===== config.mk =====
export PLATFORM = sky130hd
export DESIGN_NAME = cpms_ctrl
export DESIGN_NICKNAME = d
export VERILOG_FILES = /design/src/rtl/cpms_ctrl.v
export VERILOG_INCLUDE_DIRS = /design/src /design/src/rtl
export SDC_FILE = /design/constraint.sdc
export NUM_CORES = 1
export LEC_CHECK = 0
export BUFFER_PORTS_ARGS = -buffer_cell sky130_fd_sc_hd__buf_2
export CAP_MARGIN = 15
export CORE_ASPECT_RATIO = 1.1
export CORE_UTILIZATION = 35
export CTS_CLUSTER_SIZE = 8
export DETAILED_ROUTE_END_ITERATION = 7
export HOLD_SLACK_MARGIN = 0.15
export PLACE_DENSITY_LB_ADDON = 0.15
export SYNTH_ARGS = -nofsm -noshare
export SYNTH_HDL_FRONTEND = slang
export SYNTH_SLANG_ARGS = --single-unit

===== constraint.sdc =====
create_clock -name clk -period 0.8 [get_ports clk]
set_input_delay 0.16 -clock clk [delete_from_list [all_inputs] [get_ports clk]]
set_output_delay 0.16 -clock clk [all_outputs]
set_load 0.02 [all_outputs]

===== src/rtl/cpms_regs.vh =====
// Constants for the control pin and mode select block
`ifndef CPMS_REGS_VH
`define CPMS_REGS_VH
// Feature bit positions in the processing-disable word and the enable vector
`define CPMS_FEAT_REMAP 0
`define CPMS_FEAT_EDP_CRC 1
`define CPMS_FEAT_ANC_CSUM 2
`define CPMS_FEAT_TRW 3
`define CPMS_FEAT_EDP_FLAG 4
`define CPMS_NFEAT 5
// Reset values
`define CPMS_DIS_RST 5'h00
`define CPMS_FEAT_RST 5'h00
`define CPMS_STAT_RST 4'h0
// Pin role after reset: host interface
`define CPMS_MODE_HOST 1'b0
`define CPMS_MODE_TEST 1'b1
`endif


===== src/rtl/cpms_ctrl.v =====
// Control pin mode select: feature enables, pin routing and reset handling
`timescale 1ns/1ns
`default_nettype none
`include "cpms_regs.vh"

module cpms_ctrl #(
    parameter NFEAT = `CPMS_NFEAT,
    parameter NSTAT = 4
) (
    input wire clk,
    input wire rstn,
    input wire processing_enable_pin,
    input wire test_host_sel_pin,
    input wire shared_select_pin,
    input wire shared_clock_pin,
    input wire shared_serial_in_pin,
    input wire [NFEAT-1:0] processing_disable_reg,
    input wire host_serial_out,
    input wire host_serial_out_en,
    input wire scan_serial_out,
    input wire scan_serial_out_en,
    input wire [NSTAT-1:0] status_in,
    input wire data_error_in,
    output reg [NFEAT-1:0] feature_en,
    output reg low_latency_mode,
    output reg test_mode,
    output reg host_cs_active,
    output reg host_sclk,
    output reg host_sdin,
    output reg scan_tms,
    output reg scan_tck,
    output reg scan_tdi,
    output reg scan_seq_reset,
    output reg shared_serial_out_pin,
    output reg shared_serial_out_oe_n,
    output reg outputs_hiz,
    output reg [NSTAT-1:0] status_out,
    output reg data_error_out
);

    // ****************************************
    // Synchronisers
    // ****************************************
    reg pen_s1_r;
    reg pen_s2_r;
    reg sel_s1_r;
    reg sel_s2_r;
    reg rst_done_r;

    always @(posedge clk or negedge rstn)
    begin
        if (!rstn)
        begin
            pen_s1_r <= 1'b0;
            pen_s2_r <= 1'b0;
            sel_s1_r <= `CPMS_MODE_HOST;
            sel_s2_r <= `CPMS_MODE_HOST;
        end
        else
        begin
            pen_s1_r <= processing_enable_pin;
            pen_s2_r <= pen_s1_r;
            sel_s1_r <= test_host_sel_pin;
            sel_s2_r <= sel_s1_r;
        end
    end

    // scan_seq_reset, outputs_hiz and the status capture hold their reset behaviour for one edge after release
    always @(posedge clk or negedge rstn)
    begin
        if (!rstn)
            rst_done_r <= 1'b0;
        else
            rst_done_r <= 1'b1;
    end

    // ****************************************
    // Feature enables
    // ****************************************
    wire [NFEAT-1:0] feature_en_nxt;
    wire low_latency_nxt;

    // low pin gives low latency bypass
    assign low_latency_nxt = ~pen_s2_r;

    // every feature follows the synced enable unless its disable bit is set
    genvar g;
    generate
        for (g = 0; g < NFEAT; g = g + 1)
        begin : g_feat
            // A disable bit only matters while the group enable is high
            assign feature_en_nxt[g] = pen_s2_r & ~processing_disable_reg[g];
        end
    endgenerate

    // ****************************************
    // Pin routing
    // ****************************************
    reg host_cs_active_nxt;
    reg host_sclk_nxt;
    reg host_sdin_nxt;
    reg scan_tms_nxt;
    reg scan_tck_nxt;
    reg scan_tdi_nxt;
    reg serial_out_nxt;
    reg serial_out_oe_n_nxt;

    // Only the synced select steers the pins, so a glitch on the raw
    // select pin can never hand the shared pins to both sides at once.
    always @*
    begin
        host_cs_active_nxt = 1'b0;
        host_sclk_nxt = 1'b0;
        host_sdin_nxt = 1'b0;
        scan_tms_nxt = 1'b0;
        scan_tck_nxt = 1'b0;
        scan_tdi_nxt = 1'b0;
        serial_out_nxt = host_serial_out;
        serial_out_oe_n_nxt = ~host_serial_out_en;
        if (sel_s2_r)
        begin
            scan_tms_nxt = shared_select_pin;
            scan_tck_nxt = shared_clock_pin;
            scan_tdi_nxt = shared_serial_in_pin;
            serial_out_nxt = scan_serial_out;
            serial_out_oe_n_nxt = ~scan_serial_out_en;
        end
        else
        begin
            host_cs_active_nxt = ~shared_select_pin;
            host_sclk_nxt = shared_clock_pin;
            host_sdin_nxt = shared_serial_in_pin;
            serial_out_nxt = host_serial_out;
            serial_out_oe_n_nxt = ~host_serial_out_en;
        end
    end

    // ****************************************
    // Output registers
    // ****************************************
    always @(posedge clk or negedge rstn)
    begin
        if (!rstn)
        begin
            feature_en <= `CPMS_FEAT_RST;
            low_latency_mode <= 1'b0;
            test_mode <= `CPMS_MODE_HOST;
            host_cs_active <= 1'b0;
            host_sclk <= 1'b0;
            host_sdin <= 1'b0;
            scan_tms <= 1'b0;
            scan_tck <= 1'b0;
            scan_tdi <= 1'b0;
            scan_seq_reset <= 1'b1;
            shared_serial_out_pin <= 1'b0;
            shared_serial_out_oe_n <= 1'b1;
            outputs_hiz <= 1'b1;
        end
        else
        begin
            feature_en <= feature_en_nxt;
            low_latency_mode <= low_latency_nxt;
            test_mode <= sel_s2_r;

            // scan sequence leaves reset on the second edge after release
            scan_seq_reset <= ~rst_done_r;
            outputs_hiz <= ~rst_done_r;

            host_cs_active <= host_cs_active_nxt;
            host_sclk <= host_sclk_nxt;
            host_sdin <= host_sdin_nxt;

            scan_tms <= scan_tms_nxt;
            scan_tck <= scan_tck_nxt;
            scan_tdi <= scan_tdi_nxt;

            shared_serial_out_pin <= serial_out_nxt;
            shared_serial_out_oe_n <= serial_out_oe_n_nxt;
        end
    end

    // ****************************************
    // Status and error flag
    // ****************************************
    // status and error flag keep last state through reset
    // Plain clocked register, so reset leaves the held value untouched.
    always @(posedge clk)
    begin
        if (rstn && rst_done_r)
        begin
            status_out <= status_in;
            data_error_out <= data_error_in;
        end
    end

endmodule // cpms_ctrl
`default_nettype wire


==> impl_metrics.json <==
{
  "status": "finished, violations left",
  "violations": "negative setup slack",
  "rr_endpoint": "shared_serial_out_pin",
  "path_depth": 1,
  "worstReg2RegStart": "sel_s2_r",
  "antenna_left": 0,
  "path_clk_slew_ns": 0.13,
  "min-delay-path-class": "in2reg",
  "path_buf_inv": 1,
  "wl_um": 1760,
  "crit_family": "flip-flops",
  "peakVddDrop_v": 0.00111,
  "grt_pass1_vias": 559,
  "timing.final.ws_setup_ns": -0.370,
  "drtIter0Drc": 2,
  "yosys_warnings": 0,
  "cts_sinks": 26,
  "reg2reg_depth": 1,
  "p_leak_nw": 0.690,
  "power_density_nw_per_um2": 1680,
  "dp.cells": 114,
  "portBuffers": 42,
  "ios": 43,
  "track_usage_pct": 14.4,
  "crit_chain": "buf_6",
  "worst-path-max-fanout": 2,
  "fmax_ghz": 0.855,
  "report.final.slew_viol_count": 0,
  "stdcell_count": 139,
  "endpoint": "scan_seq_reset",
  "fin_crit_ns": 1.17,
  "crit_slowest_cell": "dfstp_2",
  "layout_common_cells": "24 x buf_6, 20 x buf_2, 18 x dfrtp_1, 18 x dlygate4sd3_1",
  "synthCells": 44,
  "reg2reg_slack_ns": -0.05,
  "root_buffer": "clkbuf_4",
  "drv_cap": 0,
  "initial_core_util_pct": 38.5,
  "die_area_um2": 2490,
  "cpPeakStageDelay_ns": 0.58,
  "drive_gt1_share_pct": 52.7,
  "critPathKind": "reg2out",
  "clock_path_buffers": 2,
  "hold_buffers": 18,
  "fp.dieW_um": 47.7,
  "arrival_ns": 1.01,
  "rows": 17,
  "rsz0062_at_grt": "yes",
  "yosysSeqAreaShare_pct": 84.4,
  "vias": 553,
  "via_per_inst": 3.98,
  "core-area_um2": 2080,
  "dr.pass1.iters": 2,
  "reg.largest.list": "feature_en: 5 flops, status_out: 4 flops",
  "dieHeight_um": 52.2,
  "gp_congestion": 0.705,
  "cts_made_buffers": 3,
  "synth_area_um2": 803,
  "drc": 0,
  "synth_area_per_cell_um2": 18.3,
  "layout.nets": 132,
  "largest_reg_flops": 5,
  "antenna_found_initial": 0,
  "layout_commonest_cell": "buf_6",
  "worst_skew_pair.late_latency_ns": 0.30,
  "setup_viol": 30,
  "crit_required_ns": 0.64,
  "clock_skew_ns": 0.00259,
  "htreeDepth": 1,
  "wl_per_cell_um": 12.7,
  "cts_tree": "yes",
  "overflow": 0,
  "hold_viol": 0,
  "grt_max_degree": 22,
  "crit_start": "outputs_hiz",
  "top_register": "feature_en",
  "area_growth_pct": 77.4,
  "fin_crit_sh_pct": 146,
  "grt_first_pass_wirelength_um": 2340,
  "crit_path_end_kind": "output port",
  "synth_fp_nets": 65,
  "ys_ff_latch": 26,
  "ys_types": 13,
  "post-place-ws_ns": -0.0695,
  "start_kind": "flip-flop",
  "finalPower_mw": 2.40
}
==> cell usage after synthesis <==
library cell / number / area (um2)
inv_1: 2 / 7.51
nor2_1: 1 / 3.75
and2_1: 1 / 6.26
dfrtp_1: 19 / 475
and2_2: 3 / 22.5
nor2b_1: 5 / 31.3
mux2i_1: 1 / 10.0
buf_4: 1 / 7.51
mux2_4: 1 / 15.0
dfstp_2: 2 / 52.6
conb_1: 1 / 3.75
and2b_2: 2 / 17.5
edfxtp_1: 5 / 150
==> logic make-up (layout without fill, tap and decap cells) <==
group | count (synthesis) | count (layout) | synth area share [%]
simple gates | 12 | 12 | 10.1
other cells | 1 | 2 | 0.467
flops | 26 | 26 | 84.4
buf+inv | 3 | 69 | 1.87
mux | 2 | 2 | 3.11
==> through the flow <==
step	instance area [um2]	util, %	hold slack, ns	TNS (ns)
2_1_floorplan	811	-	-0.136	-0.110
3_3_place_gp	1050	50.5	0.164	-0.0791
3_5_place_dp	1050	50.5	0.166	-0.0968
4_1_cts	1380	66.2	0.0661	-5.19
5_1_grt	1420	68.2	0.0552	-6.24
6_report	1430	68.4	0.0780	-4.90
==> report_power, final <==
group | switching, mW | leakage (nW) | total (mW) | internal (mW)
Clock | 0.340 | 0.0150 | 0.535 | 0.194
Sequential | 0.0362 | 0.302 | 1.46 | 1.42
Combinational | 0.164 | 0.374 | 0.405 | 0.241
Total | 0.541 | 0.690 | 2.40 | 1.86
==> routing by layer <==
layer / up-vias / GRT usage [%] / part of all wire [%]
li1: 266 / - / -
met1: 257 / 12.6 / 36
met2: 30 / 27.2 / 57
met3: 0 / 4.83 / 7.2
met4: 0 / 7.41 / 0
met5: - / 0 / 0
==> how the worst min path moves through the flow <==
stage,endpoint,start,depth (start not counted),slack [ns]
2_1_floorplan,feature_en[0],rstn,0,-0.14
3_3_place_gp,rst_done_r,rstn,2,0.16
3_5_place_dp,low_latency_mode,rstn,2,0.17
4_1_cts,shared_serial_out_pin,host_serial_out,2,0.07
5_1_grt,shared_serial_out_pin,host_serial_out,2,0.06
6_report,shared_serial_out_pin,host_serial_out,2,0.08
==> final cells by class <==
| cell class | count | area, um2 |
|---|---|---|
| clock buffer | 4 | 26.3 |
| fill | 158 | 659 |
| sequential | 26 | 679 |
| tap | 28 | 35.0 |
| timing repair buffer | 63 | 558 |
| antenna | 1 | 2.50 |
| multi-input combinational | 15 | 116 |
| inverter | 2 | 7.51 |
==> what timing repair did <==
action | in CTS | in global routing
setup endpoints to repair | 28 | 32
resized for setup | 38 | 13
buffers inserted | 2 | 0
endpoints found under the hold margin | 41 | 1
No activity file was read; power rests on OpenSTA's default activity.
